## src/hw/seq_ctrl_pkg.sv

```systemverilog
`default_nettype none
package seq_ctrl_pkg;

  // Sequencer geometry
  localparam int NUM_SEQ   = 4;
  localparam int MAX_STEPS = 8;
  localparam int RES_W     = 10;
  localparam int DATA_W    = 32;
  localparam int PTR_W     = 3;
  localparam int CNT_W     = 4;

  // Register word offsets (byte address = 4 * index)
  localparam logic [5:0] ACTIVE_SEQ_IDX   = 6'h00;
  localparam logic [5:0] RAW_IRQ_IDX      = 6'h01;
  localparam logic [5:0] IRQ_GATE_IDX     = 6'h02;
  localparam logic [5:0] GATED_IRQ_IDX    = 6'h03;
  localparam logic [5:0] OVERFLOW_IDX     = 6'h04;
  localparam logic [5:0] TRIG_SEL_IDX     = 6'h05;
  localparam logic [5:0] UNDERFLOW_IDX    = 6'h06;
  localparam logic [5:0] PRIORITY_IDX     = 6'h08;
  localparam logic [5:0] SW_TRIG_IDX      = 6'h0A;
  localparam logic [5:0] AVG_CTRL_IDX     = 6'h0C;
  localparam logic [5:0] SEQ_BASE_IDX     = 6'h10;
  localparam logic [5:0] SEQ_STRIDE       = 6'h08;
  // Within a sequencer window
  localparam logic [2:0] SUB_INPUT_SEL    = 3'h0;
  localparam logic [2:0] SUB_STEP_CTL     = 3'h1;
  localparam logic [2:0] SUB_RESULT       = 3'h2;
  localparam logic [2:0] SUB_QUEUE_STATE  = 3'h3;

  // Step control nibble fields
  localparam int CTL_DIFF  = 0;
  localparam int CTL_LAST  = 1;
  localparam int CTL_IRQ   = 2;
  localparam int CTL_TEMP  = 3;

  // Queue state fields
  localparam int QS_TAIL_LSB  = 0;
  localparam int QS_HEAD_LSB  = 4;
  localparam int QS_EMPTY     = 8;
  localparam int QS_FULL      = 12;

  // Trigger selection codes (4 bits per sequencer)
  localparam logic [3:0] TRIG_PROCESSOR = 4'h0;
  localparam logic [3:0] TRIG_EXTERNAL  = 4'h1;
  localparam logic [3:0] TRIG_ALWAYS    = 4'hF;

  // Reset values and averaging limit
  localparam logic [31:0] PRIORITY_RST  = 32'h0000_3210;
  localparam logic [2:0]  AVG_RST       = 3'h0;
  localparam logic [2:0]  AVG_MAX_LOG2  = 3'h6;

  // Converter clock enable: 250 MHz / 16.667 MHz target
  localparam int SYS_CLK_KHZ   = 250000;
  localparam int CONV_CLK_KHZ  = 16667;
  localparam int CONV_DIV      = (SYS_CLK_KHZ + CONV_CLK_KHZ - 1) / CONV_CLK_KHZ;
  localparam logic [4:0] CONV_DIV_LAST = 5'(CONV_DIV - 1);

  typedef struct packed {
    logic       diff;
    logic       temp;
    logic [3:0] input_sel;
  } conv_req_t;

  typedef enum logic [1:0] {
    ST_IDLE,
    ST_REQ,
    ST_WAIT
  } run_state_t;

endpackage
`default_nettype wire

```

## src/hw/adc_sample_sequencer_control.sv

```systemverilog
// What this block does
// - Four sequencers: 8, 4, 4, 1 steps.
// - Result word 32 bits, value low ten.
// - Step has input nibble, control nibble.
// - Sequencer starts only while active flag set; a started sequence runs to its end.
// - Steps run back to back unattended.
// - Repeated inputs in one sequence allowed.
// - Per-step interrupt flag raises raw interrupt.
// - Sequence ends at step with last marker.
// - Result queue circular; read pops oldest.
// - Queue status shows head, tail, full, empty.
// - Overflow and underflow flags per sequencer.
// - Converter paced near 16.667 MHz enable.
// - Mask gates raw interrupts to output.
// - Raw and masked interrupt views readable.
// - Write one to masked view clears.
// - Concurrent triggers served by priority value.
// - Trigger source selected per sequencer.
// - Software trigger bit starts sequencer.
// - Shared averager up to 64 conversions.
// - Averager disabled after reset.
// - Reset priority: zero highest, three lowest.
`default_nettype none
module adc_sample_sequencer_control
  import seq_ctrl_pkg::*;
(
  // Clock and reset
  input  wire logic               sys_clk,
  input  wire logic               srst,
  // Avalon-MM slave
  input  wire logic [7:0]         avs_address,
  input  wire logic               avs_read,
  input  wire logic               avs_write,
  input  wire logic [31:0]        avs_writedata,
  output var  logic [31:0]        avs_readdata,
  output var  logic               avs_waitrequest,
  // External trigger pins, one per sequencer
  input  wire logic [3:0]         ext_trigger,
  // Converter core
  output var  logic               conv_start,
  output var  conv_req_t          conv_req,
  input  wire logic               conv_done,
  input  wire logic [RES_W-1:0]   conv_result,
  // Masked interrupt lines
  output var  logic [3:0]         seq_irq
);

  localparam logic [3:0] DEPTH_LAST [NUM_SEQ] = '{4'h7, 4'h3, 4'h3, 4'h0};

  // ----------------------------------------------------------------
  // Registers
  // ----------------------------------------------------------------
  logic [3:0]        active_seq_r;
  logic [3:0]        irq_gate_r;
  logic [3:0]        raw_irq_r;
  logic [3:0]        overflow_r;
  logic [3:0]        underflow_r;
  logic [15:0]       trigger_sel_r;
  logic [15:0]       priority_r;
  logic [2:0]        avg_r;
  logic [3:0]        pending_r;
  logic [31:0]       input_sel_r [NUM_SEQ];
  logic [31:0]       step_ctl_r  [NUM_SEQ];
  logic [RES_W-1:0]  queue_r [NUM_SEQ][MAX_STEPS];
  logic [PTR_W-1:0]  head_r [NUM_SEQ];
  logic [PTR_W-1:0]  tail_r [NUM_SEQ];
  logic [CNT_W-1:0]  count_r [NUM_SEQ];
  logic [3:0]        ext_m_r, ext_s_r, ext_d_r;
  logic [4:0]        div_r;
  logic              tick_r;
  run_state_t        state_r;
  logic [1:0]        cur_r;
  logic [2:0]        step_r;
  logic [6:0]        avg_cnt_r;
  logic [16:0]       acc_r;
  logic              ack_r;

  // ----------------------------------------------------------------
  // Bus decode
  // ----------------------------------------------------------------
  logic [5:0] idx;
  logic       req;
  logic       in_seq;
  logic [1:0] win_seq;
  logic [2:0] win_sub;
  logic       wr_acc, rd_acc;
  assign idx     = avs_address[7:2];
  assign req     = (avs_read | avs_write) & ~ack_r;
  assign wr_acc  = avs_write & ~ack_r;
  assign rd_acc  = avs_read & ~ack_r;
  assign in_seq  = idx >= SEQ_BASE_IDX;
  assign win_seq = 2'((idx - SEQ_BASE_IDX) >> 3);
  assign win_sub = idx[2:0];

  // One wait state: every access answers on the second edge
  always_ff @(posedge sys_clk) begin
    if (srst) begin
      ack_r           <= 1'b0;
      avs_waitrequest <= 1'b1;
    end else begin
      ack_r           <= req;
      avs_waitrequest <= ~req;
    end
  end

  // ----------------------------------------------------------------
  // Trigger synchronisers and converter pace divider
  // ----------------------------------------------------------------
  always_ff @(posedge sys_clk) begin
    if (srst) begin
      ext_m_r <= 4'h0;
      ext_s_r <= 4'h0;
      ext_d_r <= 4'h0;
    end else begin
      ext_m_r <= ext_trigger;
      ext_s_r <= ext_m_r;
      ext_d_r <= ext_s_r;
    end
  end

  always_ff @(posedge sys_clk) begin
    if (srst) begin
      div_r  <= 5'h0;
      tick_r <= 1'b0;
    end else begin
      tick_r <= (div_r == CONV_DIV_LAST);
      div_r  <= (div_r == CONV_DIV_LAST) ? 5'h0 : div_r + 5'h1;
    end
  end

  // ----------------------------------------------------------------
  // Trigger latching and arbitration
  // ----------------------------------------------------------------
  logic [3:0] trig_now;
  logic [3:0] eligible;
  logic [1:0] win_idx;
  logic       win_any;
  logic       start;
  logic       seq_done;

  genvar g;
  generate
    for (g = 0; g < NUM_SEQ; g++) begin : g_trig
      always_comb begin
        unique case (trigger_sel_r[4*g +: 4])
          TRIG_PROCESSOR: trig_now[g] = wr_acc && idx == SW_TRIG_IDX && avs_writedata[g];
          TRIG_EXTERNAL:  trig_now[g] = ext_s_r[g] & ~ext_d_r[g];
          TRIG_ALWAYS:    trig_now[g] = 1'b1;
          default:        trig_now[g] = 1'b0;
        endcase
      end
    end
  endgenerate

  // only active sequencers latch and start; a started sequence runs to its end
  always_ff @(posedge sys_clk) begin
    if (srst) begin
      pending_r <= 4'h0;
    end else begin
      for (int i = 0; i < NUM_SEQ; i++) begin
        if (start && win_idx == 2'(i)) begin
          pending_r[i] <= 1'b0;
        end
        if (trig_now[i] && active_seq_r[i]) begin
          pending_r[i] <= 1'b1;
        end
        if (!active_seq_r[i]) begin
          pending_r[i] <= 1'b0;
        end
      end
    end
  end

  always_comb begin
    logic [1:0] best;
    best     = 2'h3;
    win_idx  = 2'h0;
    win_any  = 1'b0;
    eligible = pending_r & active_seq_r;
    for (int i = 0; i < NUM_SEQ; i++) begin
      if (eligible[i] && (!win_any || priority_r[4*i +: 2] < best)) begin
        best    = priority_r[4*i +: 2];
        win_idx = 2'(i);
        win_any = 1'b1;
      end
    end
  end
  assign start = (state_r == ST_IDLE) && win_any;

  // ----------------------------------------------------------------
  // Step sequencing
  // ----------------------------------------------------------------
  logic [3:0] cur_ctl;
  logic [3:0] cur_inp;
  logic       grp_done;
  logic       is_last;
  logic [6:0] avg_n;
  logic [16:0] acc_sum;
  logic [RES_W-1:0] avg_val;
  logic       push;

  assign cur_ctl  = step_ctl_r[cur_r][4*step_r +: 4];
  assign cur_inp  = input_sel_r[cur_r][4*step_r +: 4];
  assign avg_n    = 7'h1 << avg_r;
  assign acc_sum  = acc_r + 17'(conv_result);
  // shared averager, divide by power of two
  assign avg_val  = RES_W'(acc_sum >> avg_r);
  assign grp_done = (state_r == ST_WAIT) && conv_done && (avg_cnt_r + 7'h1 == avg_n);
  // last marker or last physical step ends
  assign is_last  = cur_ctl[CTL_LAST] || (4'(step_r) == DEPTH_LAST[cur_r]);
  assign push     = grp_done;
  assign seq_done = grp_done && is_last;

  always_ff @(posedge sys_clk) begin
    if (srst) begin
      state_r   <= ST_IDLE;
      cur_r     <= 2'h0;
      step_r    <= 3'h0;
      avg_cnt_r <= 7'h0;
      acc_r     <= 17'h0;
    end else begin
      unique case (state_r)
        ST_IDLE: begin
          if (win_any) begin
            cur_r   <= win_idx;
            step_r  <= 3'h0;
            state_r <= ST_REQ;
          end
        end
        ST_REQ: begin
          if (tick_r) begin
            state_r <= ST_WAIT;
          end
        end
        ST_WAIT: begin
          if (conv_done) begin
            if (grp_done) begin
              avg_cnt_r <= 7'h0;
              acc_r     <= 17'h0;
              if (is_last) begin
                state_r <= ST_IDLE;
              end else begin
                step_r  <= step_r + 3'h1;
                state_r <= ST_REQ;
              end
            end else begin
              avg_cnt_r <= avg_cnt_r + 7'h1;
              acc_r     <= acc_sum;
              state_r   <= ST_REQ;
            end
          end
        end
      endcase
    end
  end

  // any input code per step, repeats allowed
  always_ff @(posedge sys_clk) begin
    if (srst) begin
      conv_start <= 1'b0;
      conv_req   <= '0;
    end else begin
      conv_start <= (state_r == ST_REQ) && tick_r;
      if ((state_r == ST_REQ) && tick_r) begin
        conv_req.diff      <= cur_ctl[CTL_DIFF];
        conv_req.temp      <= cur_ctl[CTL_TEMP];
        conv_req.input_sel <= cur_inp;
      end
    end
  end

  // ----------------------------------------------------------------
  // Result queues
  // ----------------------------------------------------------------
  logic [3:0] pop;
  generate
    for (g = 0; g < NUM_SEQ; g++) begin : g_q
      logic do_push;
      logic full;
      logic empty;
      assign do_push = push && cur_r == 2'(g);
      assign full    = count_r[g] == DEPTH_LAST[g] + 4'h1;
      assign empty   = count_r[g] == 4'h0;
      assign pop[g]  = rd_acc && in_seq && win_seq == 2'(g) && win_sub == SUB_RESULT;

      always_ff @(posedge sys_clk) begin
        if (srst) begin
          head_r[g]  <= '0;
          tail_r[g]  <= '0;
          count_r[g] <= '0;
        end else begin
          if (do_push && !full) begin
            queue_r[g][head_r[g]] <= avg_val;
            head_r[g] <= (4'(head_r[g]) == DEPTH_LAST[g]) ? '0 : head_r[g] + 3'h1;
          end
          if (pop[g] && !empty) begin
            tail_r[g] <= (4'(tail_r[g]) == DEPTH_LAST[g]) ? '0 : tail_r[g] + 3'h1;
          end
          count_r[g] <= count_r[g] + 4'(do_push && !full) - 4'(pop[g] && !empty);
        end
      end

      // sticky overflow and underflow, set beats clear
      // flags on drop and empty read
      always_ff @(posedge sys_clk) begin
        if (srst) begin
          overflow_r[g]  <= 1'b0;
          underflow_r[g] <= 1'b0;
        end else begin
          if (wr_acc && idx == OVERFLOW_IDX && avs_writedata[g]) begin
            overflow_r[g] <= 1'b0;
          end
          if (do_push && full) begin
            overflow_r[g] <= 1'b1;
          end
          if (wr_acc && idx == UNDERFLOW_IDX && avs_writedata[g]) begin
            underflow_r[g] <= 1'b0;
          end
          if (pop[g] && empty) begin
            underflow_r[g] <= 1'b1;
          end
        end
      end

      always_ff @(posedge sys_clk) begin
        if (srst) begin
          raw_irq_r[g] <= 1'b0;
        end else begin
          if (wr_acc && idx == GATED_IRQ_IDX && avs_writedata[g]) begin
            raw_irq_r[g] <= 1'b0;
          end
          if (do_push && cur_ctl[CTL_IRQ]) begin
            raw_irq_r[g] <= 1'b1;
          end
        end
      end
    end
  endgenerate

  always_ff @(posedge sys_clk) begin
    if (srst) begin
      seq_irq <= 4'h0;
    end else begin
      seq_irq <= raw_irq_r & irq_gate_r;
    end
  end

  // ----------------------------------------------------------------
  // Configuration writes
  // ----------------------------------------------------------------
  always_ff @(posedge sys_clk) begin
    if (srst) begin
      active_seq_r  <= 4'h0;
      irq_gate_r    <= 4'h0;
      trigger_sel_r <= 16'h0;
      priority_r    <= PRIORITY_RST[15:0];
      avg_r         <= AVG_RST;
      for (int i = 0; i < NUM_SEQ; i++) begin
        input_sel_r[i] <= 32'h0;
        step_ctl_r[i]  <= 32'h0;
      end
    end else if (wr_acc) begin
      unique case (idx)
        ACTIVE_SEQ_IDX: active_seq_r  <= avs_writedata[3:0];
        IRQ_GATE_IDX:   irq_gate_r    <= avs_writedata[3:0];
        TRIG_SEL_IDX:   trigger_sel_r <= avs_writedata[15:0];
        PRIORITY_IDX:   priority_r    <= avs_writedata[15:0] & 16'h3333;
        AVG_CTRL_IDX:   avg_r <= (avs_writedata[2:0] > AVG_MAX_LOG2) ? AVG_MAX_LOG2
                                                                    : avs_writedata[2:0];
        default: begin
          if (in_seq && win_sub == SUB_INPUT_SEL) begin
            input_sel_r[win_seq] <= avs_writedata;
          end
          if (in_seq && win_sub == SUB_STEP_CTL) begin
            step_ctl_r[win_seq] <= avs_writedata;
          end
        end
      endcase
    end
  end

  // ----------------------------------------------------------------
  // Read mux
  // ----------------------------------------------------------------
  logic [31:0] rd_val;
  always_comb begin
    rd_val = 32'h0;
    if (in_seq) begin
      unique case (win_sub)
        SUB_INPUT_SEL: rd_val = input_sel_r[win_seq];
        SUB_STEP_CTL:  rd_val = step_ctl_r[win_seq];
        SUB_RESULT:    rd_val = 32'(queue_r[win_seq][tail_r[win_seq]]);
        SUB_QUEUE_STATE: begin
          rd_val[QS_TAIL_LSB +: PTR_W] = tail_r[win_seq];
          rd_val[QS_HEAD_LSB +: PTR_W] = head_r[win_seq];
          rd_val[QS_EMPTY] = count_r[win_seq] == 4'h0;
          rd_val[QS_FULL]  = count_r[win_seq] == DEPTH_LAST[win_seq] + 4'h1;
        end
        default: rd_val = 32'h0;
      endcase
    end else begin
      unique case (idx)
        ACTIVE_SEQ_IDX: rd_val = {28'h0, active_seq_r};
        RAW_IRQ_IDX:    rd_val = {28'h0, raw_irq_r};
        IRQ_GATE_IDX:   rd_val = {28'h0, irq_gate_r};
        GATED_IRQ_IDX:  rd_val = {28'h0, raw_irq_r & irq_gate_r};
        OVERFLOW_IDX:   rd_val = {28'h0, overflow_r};
        UNDERFLOW_IDX:  rd_val = {28'h0, underflow_r};
        TRIG_SEL_IDX:   rd_val = {16'h0, trigger_sel_r};
        PRIORITY_IDX:   rd_val = {16'h0, priority_r};
        AVG_CTRL_IDX:   rd_val = {29'h0, avg_r};
        default:        rd_val = 32'h0;
      endcase
    end
  end

  always_ff @(posedge sys_clk) begin
    if (srst) begin
      avs_readdata <= 32'h0;
    end else if (rd_acc) begin
      avs_readdata <= rd_val;
    end
  end

endmodule
`default_nettype wire

```

## config.mk

```make
export PLATFORM = sky130hd
export DESIGN_NAME = adc_sample_sequencer_control
export DESIGN_NICKNAME = d
export VERILOG_FILES = /design/src/hw/seq_ctrl_pkg.sv /design/src/hw/adc_sample_sequencer_control.sv
export SDC_FILE = /design/constraint.sdc
export NUM_CORES = 1
export LEC_CHECK = 0
export ABC_AREA = 1
export BUFFER_PORTS_ARGS = -buffer_cell sky130_fd_sc_hd__buf_2
export CAP_MARGIN = 20
export CORE_ASPECT_RATIO = 2
export CORE_MARGIN = 2
export CORE_UTILIZATION = 45
export DETAILED_ROUTE_END_ITERATION = 6
export MAX_ROUTING_LAYER = met4
export PLACE_DENSITY = 0.57
export SLEW_MARGIN = 20
export SYNTH_ARGS = -nofsm -noshare
export SYNTH_HDL_FRONTEND = slang
export SYNTH_SLANG_ARGS = --single-unit
```

## constraint.sdc

```tcl
create_clock -name sys_clk -period 4.65 [get_ports sys_clk]
set_input_delay 0.2325 -clock sys_clk [delete_from_list [all_inputs] [get_ports sys_clk]]
set_output_delay 0.2325 -clock sys_clk [all_outputs]
set_load 0.05 [all_outputs]
```

# Word level (Yosys, flattened, before mapping)
# Memory sizes are Yosys's and may differ from the RTL's. A register that Yosys moved wholly into a read port is not among the register bits.
# Cells that the tools add are included.
[word_totals]
register_bits = 145
latch_bits = 0
ramBits = 616
mem_bits_ro = 0
out_inout_bits = 44
n_memories = 6
[op_classes]
n_addsub = 22
n_mul = 0
n_div = 0
order_cmp = 16
n_eq_ne = 50
n_shift = 4
muxes = 167
bitwise = 39
reduce_logical = 143
[mem_list]
columns = ["name", "depth", "width", "read_ports", "rd_clocked_by_memory_dff", "write_ports", "line_no", "rtl"]
rows = [
  ["queue_r", 4, 80, 1, 0, 1, "adc_sample_sequencer_control.sv:64", "logic [RES_W-1:0] queue_r [NUM_SEQ][MAX_STEPS];"],
  ["input_sel_r", 4, 32, 2, 1, 4, "adc_sample_sequencer_control.sv:62", "logic [31:0] input_sel_r [NUM_SEQ];"],
  ["step_ctl_r", 4, 32, 2, 1, 4, "adc_sample_sequencer_control.sv:63", "logic [31:0] step_ctl_r [NUM_SEQ];"],
  ["count_r", 4, 4, 5, 0, 4, "adc_sample_sequencer_control.sv:67", "logic [CNT_W-1:0] count_r [NUM_SEQ];"],
  ["head_r", 4, 3, 5, 0, 4, "adc_sample_sequencer_control.sv:65", "logic [PTR_W-1:0] head_r [NUM_SEQ];"],
  ["tail_r", 4, 3, 5, 0, 4, "adc_sample_sequencer_control.sv:66", "logic [PTR_W-1:0] tail_r [NUM_SEQ];"],
]
[op_table]
columns = ["operator", "n"]
rows = [
  ["$mux W80", 10],
  ["$reduce_or A80 Y1", 3],
  ["$pmux W16 S9", 1],
  ["$demux W10 S3", 4],
  ["$mux W32", 3],
  ["$mux W1", 77],
  ["$logic_and A1 B1 Y1", 74],
  ["$reduce_or A32 Y1", 2],
  ["$shiftx A32 B6 Y4", 2],
  ["$mux W3", 21],
  ["$mux W10", 6],
  ["$pmux W19 S2", 1],
  ["$logic_not A4 Y1", 9],
  ["$mux W2", 18],
  ["$reduce_bool A2 Y1", 17],
  ["$mux W4", 8],
  ["$bmux W10 S3", 1],
  ["$add A3 B1 Y3 const B", 9],
  ["$pmux W3 S4", 2],
  ["$pmux W1 S3", 7],
  ["$eq A4 B1 Y1 const B", 5],
  ["$eq A4 B4 Y1 const B", 5],
  ["$ge A4 B4 Y1 const B", 5],
  ["$not A3 Y4", 5],
  ["51 further kinds", 146],
]

# Logic depth before layout (Yosys ltp)
# Gate-level depths: netlist of the first run.
[logic_depth]
depth_word = 18
ltp_mapped = 22

# Worst setup path before layout of the first run
# No wires, ideal clock.
[synth_timing]
path_type = "input-to-reg"
start = "in avs_address[5]"
end = "mem step_ctl_r[2][0], enable pin"
arrival_ps = 3534
t_required_ps = 4184
slack_ps = 651
cell_stages = 7
cell_sequence = "buf_2 nor2_1 buf_2 inv_1 clkbuf_1 clkbuf_1 o21ai_0"
[synth_rtl]
columns = ["element", "line_no", "rtl"]
rows = [
  ["from (decl)", "adc_sample_sequencer_control.sv:31", "input wire logic [7:0] avs_address,"],
  ["to (decl)", "adc_sample_sequencer_control.sv:63", ""],
]

# Worst setup path after layout of the first run
[layout_timing]
start = "reg avg_r[1]"
end = "mem queue_r[2][25] (netlist name), enable pin"
[layout_via]
elab_chain_len = 12
elab_cells_between_ends = 32
[layout_lines]
columns = ["element", "line_no", "rtl"]
rows = [
  ["from (decl)", "adc_sample_sequencer_control.sv:60", "logic [2:0] avg_r;"],
  ["from (signal assigned)", "adc_sample_sequencer_control.sv:368", "AVG_CTRL_IDX: avg_r <= (avs_writedata[2:0] > AVG_MAX_LOG2) ? AVG_MAX_LOG2"],
  ["$shl A1 B3 Y7 *", "adc_sample_sequencer_control.sv:204", "assign avg_n = 7'h1 << avg_r;"],
  ["$eq A7 B7 Y1 *", "adc_sample_sequencer_control.sv:208", "assign grp_done = (state_r == ST_WAIT) && conv_done && (avg_cnt_r + 7'h1 == avg_n);"],
  ["$logic_and A1 B1 Y1 *", "adc_sample_sequencer_control.sv:208", ""],
  ["$logic_and A1 B1 Y1", "adc_sample_sequencer_control.sv:281", "assign do_push = push && cur_r == 2'(g);"],
  ["$logic_and A1 B1 Y1", "adc_sample_sequencer_control.sv:292", "if (do_push && !full) begin"],
  ["$mux W1", "adc_sample_sequencer_control.sv:292", ""],
  ["$mux W1", "adc_sample_sequencer_control.sv:287", "if (srst) begin"],
  ["$mux W80 (not written as such)", "adc_sample_sequencer_control.sv:293", "queue_r[g][head_r[g]] <= avg_val;"],
  ["$reduce_or A80 Y1 (no line)", "-", ""],
  ["$mux W2 (no line) / $mux W80 (equally long branches) (3 in series)", "-", ""],
  ["to (decl)", "adc_sample_sequencer_control.sv:64", ""],
]
# Every way passes the cells marked *; elsewhere a longest branch is shown, timed or not.

==> out/results.ini, run 1 <==
[logic_synthesis]
synth_top_family_by_area=compound AO/OA/AOI/OAI gates
ys_warn_count=0
postSynthRegisterBits=763
ys_top_cells_by_area=edfxtp_1 (51%), dfxtp_1 (9.2%), o21ai_0 (7.4%), nor2_1 (5.6%), a21oi_1 (4.8%)
synthMuxAreaShare_pct=0.0566
netlist_area_sq_um=35400
syn_avg_cell_area_sq_um=9.83
yosys.area.top_type=edfxtp_1
synth.top_cells.by_count=edfxtp_1 (600), nor2_1 (531), o21ai_0 (523)
synth_top_area_share_pct=51.0
synth-edff-count=600
netlist_instances=3596
synthXorXnorAreaFrac_pct=0.690
synthArstFlopShare_pct=0
yosysSeqAreaShare_pct=60.2
ys.flop_type=edfxtp_1
synthDistinctLibCells=62
synth-simple-area-share_pct=12.8
synth_fa_ha_area_share_pct=2.41
synth-compound-area-share_pct=18.3
syn-num-nets=3720
yosysMostFrequentCell=edfxtp_1

[critical_path]
timing.rr.end=queue_r[2][25]$_DFFE_PP_
endpoint_kind=register
rrSetupSlack_ns=0.92
reg2reg_from=avg_r[1]$_SDFFE_PP0P_
critPathKind=register to register
worstPathArrival_ns=4.07
worstPathRequired_ns=4.99
cp_max_fo=18
critPathLaunchType=register
reg2reg_depth=13

[detailed_routing]
remaining_drc_errors=0
antenna_left=0
totalWireLength_microns=121000
num_vias=28000
viasPerCell=5.86
dr.pass1.iters=5
drt_iter0_drc=2234
wl_per_cell_microns=25.3

[power_and_ir_drop]
power_density_nw_per_um2=369
p_leak_nw=14.5
total_power_w=0.0148
ir_worst_vdd_v=0.000458

[timing]
fin_skew_ns=0.0317
fmax_mhz=268
fin_setup_tns_ns=0
fin_crit_sh_pct=80.2
min_period_ns=3.73
maxSlewViolCount=0
tightest_slew_ns=1.18
finalHoldViolCount=0
relSlewSlack_pct=20.2
setup_slack_ns=0.923
setup_viol=0
rsz0062_at_grt=no

[die]
rows=145
ios=103
die_w_microns=202
die_h_microns=400
start_util_pct=45.3
coreArea_sq_um=78000
die-area_sq_um=81000

[clocking]
tritoncts=built
clkSinkCount=763
post_cts_resized=0
clock_latency_ns=0.67
clk_pin_slew_worst_paths_ns=0.07
max-clock-path-buffers=3
htree_levels=3
clockRootBuffer=clkbuf_16
cts_made_buffers=69

[global_routing]
grt_antenna_before_repair=3
grt_pass1_wl_microns=176000
grt.overflow.total=0
met3_usage_pct=4.79
grt_usage_pct=30.6
top_usage_layer=met2
grt_start_max_net_pins=101
grt_util_met2_pct=53.3
grt_util_met1_pct=29.9
first_global_vias=27800

[layout]
syn2layout_area_growth_pct=13.3
fin_cells=4780
multiInputGateArea_sq_um=12200
drive_gt1_share_pct=10.9
nets=3817
register_area_sq_um=21300
fillers=7359

[placement]
io_buffers=100
gp_congestion=0.962
dp_cells=4626
hpwl_microns=81500
dp_slack_ns=0.973

[hold_path]
whs_endpoint=input_sel_r[3][16]$_DFFE_PP_
hold_class=input port to register
min-delay-start=avs_writedata[16]
min_path_cells=3

[run_status]
status=finished clean

[run]
cap_violations=0

[logic make-up after synthesis]
kind of cell / count (synthesis)
mux: 2
compound gates: 1148
fa+ha+maj: 65
xor+xnor: 27
buf+inv: 507
simple gates: 1084
flops: 763
[repair_timing]
item,4_1_cts,5_1_grt
hold endpoints to repair,83,0
setup buffers,0,0
hold buffers,24,0
setup endpoints to repair,0,0
[critical path, stage by stage, from the launching register on]
cell	delay [ns]
dfxtp_1	0.74
inv_2	0.28
nor3_1	0.25
o21ai_1	0.12
nor3_2	0.21
nand2_1	0.13
nor2_4	0.12
nand4_4	0.22
nor2_2	0.35
nand2_1	0.19
nor2_2	0.17
nand2_1	0.18
nor3_1	0.17
buf_4	0.25
[power by group]
part           internal, W  switching, W  leakage (nW)  total, W
logic             0.000296      0.000914          6.28   0.00121
registers          0.00746     0.0000629          7.09   0.00753
clock network      0.00343       0.00262          1.15   0.00605
total               0.0112       0.00360          14.5    0.0148
[layout make-up]
type                            instances  area share, %
Multi-Input combinational cell       2326           30.5
Clock inverter                         27          0.922
Sequential cell                       763           53.2
Antenna cell                            3         0.0187
Inverter                              275           2.59
Timing Repair Buffer                  258           4.61
Tap cell                             1029           3.22
Clock buffer                           99           4.94
[how the worst max path moves through the flow]
| stage | start | endpoint | slack (ns) |
|---|---|---|---|
| 2_1_floorplan | avs_address[5] | step_ctl_r[2][0]$_SDFFCE_PN0P_ | 0.65 |
| 3_3_place_gp | avg_r[1]$_SDFFE_PP0P_ | queue_r[2][67]$_DFFE_PP_ | 1.03 |
| 3_5_place_dp | avg_r[1]$_SDFFE_PP0P_ | queue_r[0][32]$_DFFE_PP_ | 0.97 |
| 4_1_cts | avg_r[1]$_SDFFE_PP0P_ | queue_r[0][38]$_DFFE_PP_ | 0.96 |
| 5_1_grt | avg_r[1]$_SDFFE_PP0P_ | queue_r[2][67]$_DFFE_PP_ | 0.61 |
| 6_report | avg_r[1]$_SDFFE_PP0P_ | queue_r[2][25]$_DFFE_PP_ | 0.92 |
[state kept, by name, summed over array words and instances, names as in the netlist, 4 cells and up, named ones only]
| signal | count |
|---|---|
| seq_irq | 4 |
| raw_irq_r | 4 |
| avg_cnt_r | 7 |
| underflow_r | 4 |
| trigger_sel_r | 16 |
| acc_r | 17 |
| queue_r | 320 |
| conv_req | 6 |
| overflow_r | 4 |
| tail_r | 12 |
| irq_gate_r | 4 |
| avs_readdata | 32 |
| ext_d_r | 4 |
| active_seq_r | 4 |
| step_ctl_r | 128 |
| input_sel_r | 128 |
| count_r | 16 |
| div_r | 5 |
| head_r | 12 |
| priority_r | 8 |
| ext_m_r | 4 |
| pending_r | 4 |
| ext_s_r | 4 |
[layer usage]
metal	vias up	share of wire [%]
li1	13000	-
met1	13600	33
met2	1053	52
met3	430	5.6
met4	0	9.4
met5	-	0
[layout by cell type, fill, tap and decap left out, types with 10 or more instances in the layout]
cell | Yosys | layout
edfxtp_1 | 600 | 600
nor2_1 | 531 | 528
o21ai_0 | 523 | 513
a21oi_1 | 338 | 336
nand2_1 | 313 | 307
inv_1 | 249 | 243
dfxtp_1 | 163 | 161
a22oi_1 | 141 | 141
buf_4 | 5 | 129
nor3_1 | 100 | 100
buf_2 | 36 | 97
nand3_1 | 78 | 78
clkbuf_16 | 0 | 72
ha_1 | 60 | 60
o211ai_1 | 45 | 45
nand4_1 | 27 | 27
dlygate4sd3_1 | 0 | 24
clkinv_1 | 17 | 21
clkbuf_1 | 162 | 18
xor2_1 | 15 | 15
a221oi_1 | 15 | 15
a31oi_1 | 17 | 15
o22ai_1 | 13 | 13
inv_2 | 9 | 13
xnor2_1 | 11 | 11
o21ai_1 | 9 | 11
a211oi_1 | 10 | 10
[stage by stage]
| step | util, % | area (sq um) | hold WS (ns) |
|---|---|---|---|
| global placement | 48.0 | 37400 | 0.402 |
| detailed placement | 48.0 | 37400 | 0.402 |
| finish | 51.3 | 40000 | 0.0302 |
| floorplan | - | 35400 | 0.339 |
| global route | 51.3 | 40000 | 0.0445 |
| CTS | 51.3 | 40000 | 0.00807 |
(Power assumes the default switching activity.)
==> inputs of run 2 (changes only) <==
Settings changed: ABC_AREA 1 to 0.
Clock period 4.65 ns to 3.65 ns, I/O delays scaled along.
==> run 2 against run 1 <==
Clock skew down 0.0034 ns; register-to-register slack got worse by 0.75 ns; utilization grew 0.27 points; cell area grew 3.1%; sequential share of layout area down 1.6 points; sequential power up 27%; power rose by 25%; count of clock-buffer cells in the layout shrank 4; critical path depth stayed put; flip-flop and latch count stayed put; clock power rose by 24%; critical path type unchanged; critical endpoint is now count_r[3][2]$_SDFF_PP0_; largest cell class unchanged; highest routed layer unchanged.
==> out/results.ini, run 2 <==
[placement]
gp_congestion=0.914  ; -5.0%
io_buffers=100  ; unchanged
hpwl_microns=76500  ; -6.1%

[logic_synthesis]
ys_warn_count=0  ; unchanged
netlist_area_sq_um=36200  ; +2.3%
synthArstFlopShare_pct=0  ; unchanged
syn-num-nets=2716  ; -27%
synthMuxAreaShare_pct=16.9  ; +17 points
synth-simple-area-share_pct=12.1  ; -0.75 points
synthDistinctLibCells=80  ; +29%
synth_top_family_by_area=multiplexers
synth.top_cells.by_count=edfxtp_1 (600), and2_1 (264), mux4_2 (241)
synthXorXnorAreaFrac_pct=0.775  ; +0.085 points
synth-compound-area-share_pct=6.43  ; -12 points
ys.flop_type=edfxtp_1
yosysMostFrequentCell=edfxtp_1
postSynthRegisterBits=763  ; unchanged
ys_top_cells_by_area=edfxtp_1 (50%), mux4_2 (15%), dfxtp_1 (9.0%), and2_1 (4.6%), ha_1 (2.1%)
synth_fa_ha_area_share_pct=2.38  ; -0.026 points
yosys.area.top_type=edfxtp_1
netlist_instances=2592  ; -28%
syn_avg_cell_area_sq_um=14.0  ; +42%
yosysSeqAreaShare_pct=58.8  ; -1.3 points
synth_top_area_share_pct=49.8  ; -1.1 points
synth-edff-count=600  ; unchanged

[timing]
fin_crit_sh_pct=95.3  ; +15 points
fmax_mhz=287  ; +7.1%
finalHoldViolCount=0  ; unchanged
rsz0062_at_grt=no
tightest_slew_ns=1.08  ; -0.104 ns
relSlewSlack_pct=27.8  ; +7.5 points
setup_viol=0  ; unchanged
fin_skew_ns=0.0283  ; -0.00339 ns
min_period_ns=3.48  ; -0.248 ns
maxSlewViolCount=0  ; unchanged
fin_setup_tns_ns=0  ; unchanged

[layout]
layout_commonest_cell=edfxtp_1
drive_gt1_share_pct=23.2  ; +12 points
nets=2884  ; -24%
mostFrequentLayoutCells=edfxtp_1 (600), and2_1 (264), mux4_2 (241)
largest_reg_flops=320  ; unchanged
syn2layout_area_growth_pct=14.2

[die]
die_h_microns=405  ; +1.1%
rows=147  ; +1.4%
ios=103  ; unchanged
coreArea_sq_um=80000  ; +2.6%
die-area_sq_um=82800  ; +2.3%
die_w_microns=204  ; +1.1%
start_util_pct=45.2  ; -0.12 points

[detailed_routing]
wl_per_cell_microns=28.1  ; +11%
dr.pass1.iters=7  ; +2
num_vias=23200  ; -17%
antenna_left=0  ; unchanged
viasPerCell=6.00  ; +2.3%
drt_iter0_drc=1615  ; -28%
remaining_drc_errors=0  ; unchanged
totalWireLength_microns=109000  ; -10%

[run]
cap_violations=0  ; unchanged

[clocking]
max-clock-path-buffers=3  ; unchanged
clkSinkCount=763  ; unchanged
tritoncts=built
post_cts_buffers=0  ; unchanged
cts_made_buffers=70  ; +1.4%
clk_pin_slew_worst_paths_ns=0.07  ; about the same
clock_latency_ns=0.66  ; about the same
clockRootBuffer=clkbuf_16
htree_levels=3  ; unchanged

[critical_path]
path_cells=ha_1 > nand3_1 > o21a_1 > a2111o_1 > a21oi_2 > o211ai_2 > or2_2 > inv_1 > ha_1 > inv_1 > fa_1 > xor2_1 > nor2_1
endpoint_kind=register
worstPathArrival_ns=4.00  ; -0.07 ns
slowest_delay_ns=0.39  ; -0.35 ns
critPathLaunchType=register
worstPathRequired_ns=4.17  ; -0.82 ns
critPathKind=register to register
slowest_stage=dfxtp_2
cp_max_fo=8  ; -10

[global_routing]
first_global_vias=24600  ; -11%
grt_antenna_before_repair=1  ; -2
grt_start_max_net_pins=78  ; -23%
grt.overflow.total=0  ; unchanged
grt_usage_pct=27.5  ; -3.0 points
grt_pass1_wl_microns=159000  ; -9.7%

[power_and_ir_drop]
ir_worst_vdd_v=0.000419  ; -8.4%
power_density_nw_per_um2=447  ; +21%
total_power_w=0.0184  ; +25%
p_leak_nw=14.3  ; -1.5%

[hold_path]
hold_class=input port to register

[run_status]
status=finished clean

[run 2: cell count changes after synthesis, moves of 41 or more]
cell	before	now
inv_1	249	71
and2_1	1	264
a21oi_1	338	116
a22oi_1	141	24
clkbuf_1	162	121
o21ai_0	523	52
nor3_1	100	41
mux4_2	0	241
nand2_1	313	181
mux2i_1	2	46
nor2_1	531	143
[run 2: timing repair]
item,4_1_cts,5_1_grt
hold endpoints to repair,229,0
gates resized for setup,0,2
setup endpoints to repair,0,99
hold buffers,41,0
[run 2: final cells by class]
type | instances | area [sq um]
tap | 1043 | 1310
clock inverter | 32 | 313
fill | 6725 | 38700
clock buffer | 95 | 1990
multi-input combinational | 1588 | 14100
antenna | 3 | 7.51
inverter | 72 | 270
sequential | 763 | 21300
timing repair buffer | 265 | 2030
[run 2: kinds of logic (layout without fill, tap and decap cells)]
group,Yosys count,after routing
AO/OA/AOI/OAI,350,350
XOR/XNOR,32,32
adder cells (fa/ha/maj),66,66
buffers and inverters,241,464
flip-flops,763,763
multiplexers,307,307
other,0,3
AND/OR/NAND/NOR,833,833
[run 2: report_power, final]
group	switching (W)	total, W	internal (W)
logic	0.000857	0.00135	0.000496
clock network	0.00330	0.00750	0.00420
registers	0.0000933	0.00960	0.00951
total	0.00425	0.0184	0.0142
[run 2: critical path, delay by kind of cell (launching register included)]
family	cells	cell delay, ns
xor gates and xnor gates	1	0.16
DFF	1	0.39
and+or+nand+nor	3	0.61
AOI/OAI and AO/OA	4	1.02
adders and majority gates	3	0.86
buffers and inverters	2	0.30
[run 2: metal layers]
| metal | track usage, % | up-vias | wire length [microns] |
|---|---|---|---|
| met3 | 2.76 | 266 | 4420 |
| met2 | 51.4 | 787 | 61100 |
| met4 | 16.5 | 0 | 7300 |
| li1 | - | 10200 | - |
| met5 | - | - | 0 |
| met1 | 27.2 | 11900 | 35700 |
[run 2: final timing paths]
path	start	endpoint	slack (ns)	depth (start not counted)
setup / recovery	avg_cnt_r[0]$_SDFFE_PP0P_	count_r[3][2]$_SDFF_PP0_	0.17	13
hold / removal	avs_write	ack_r$_SDFF_PP0_	0.05	3
setup reg to reg	avg_cnt_r[0]$_SDFFE_PP0P_	count_r[3][2]$_SDFF_PP0_	0.17	13
hold reg to reg	div_r[0]$_SDFF_PP0_	div_r[0]$_SDFF_PP0_	0.46	1
[run 2: metrics by stage]
| stage | worst slack (ns) | util, % | std cells | instance area (sq um) | hold slack [ns] |
|---|---|---|---|---|---|
| 2_1_floorplan | -0.516 | - | 2592 | 36200 | 0.311 |
| 3_3_place_gp | 0.220 | 48.2 | 3690 | 38600 | 0.423 |
| 3_5_place_dp | 0.104 | 48.2 | 3690 | 38600 | 0.413 |
| 4_1_cts | 0.0625 | 51.6 | 3858 | 41300 | 0.00170 |
| 5_1_grt | 0.0217 | 51.6 | 3859 | 41300 | 0.0810 |
| 6_report | 0.170 | 51.6 | 3861 | 41300 | 0.0547 |
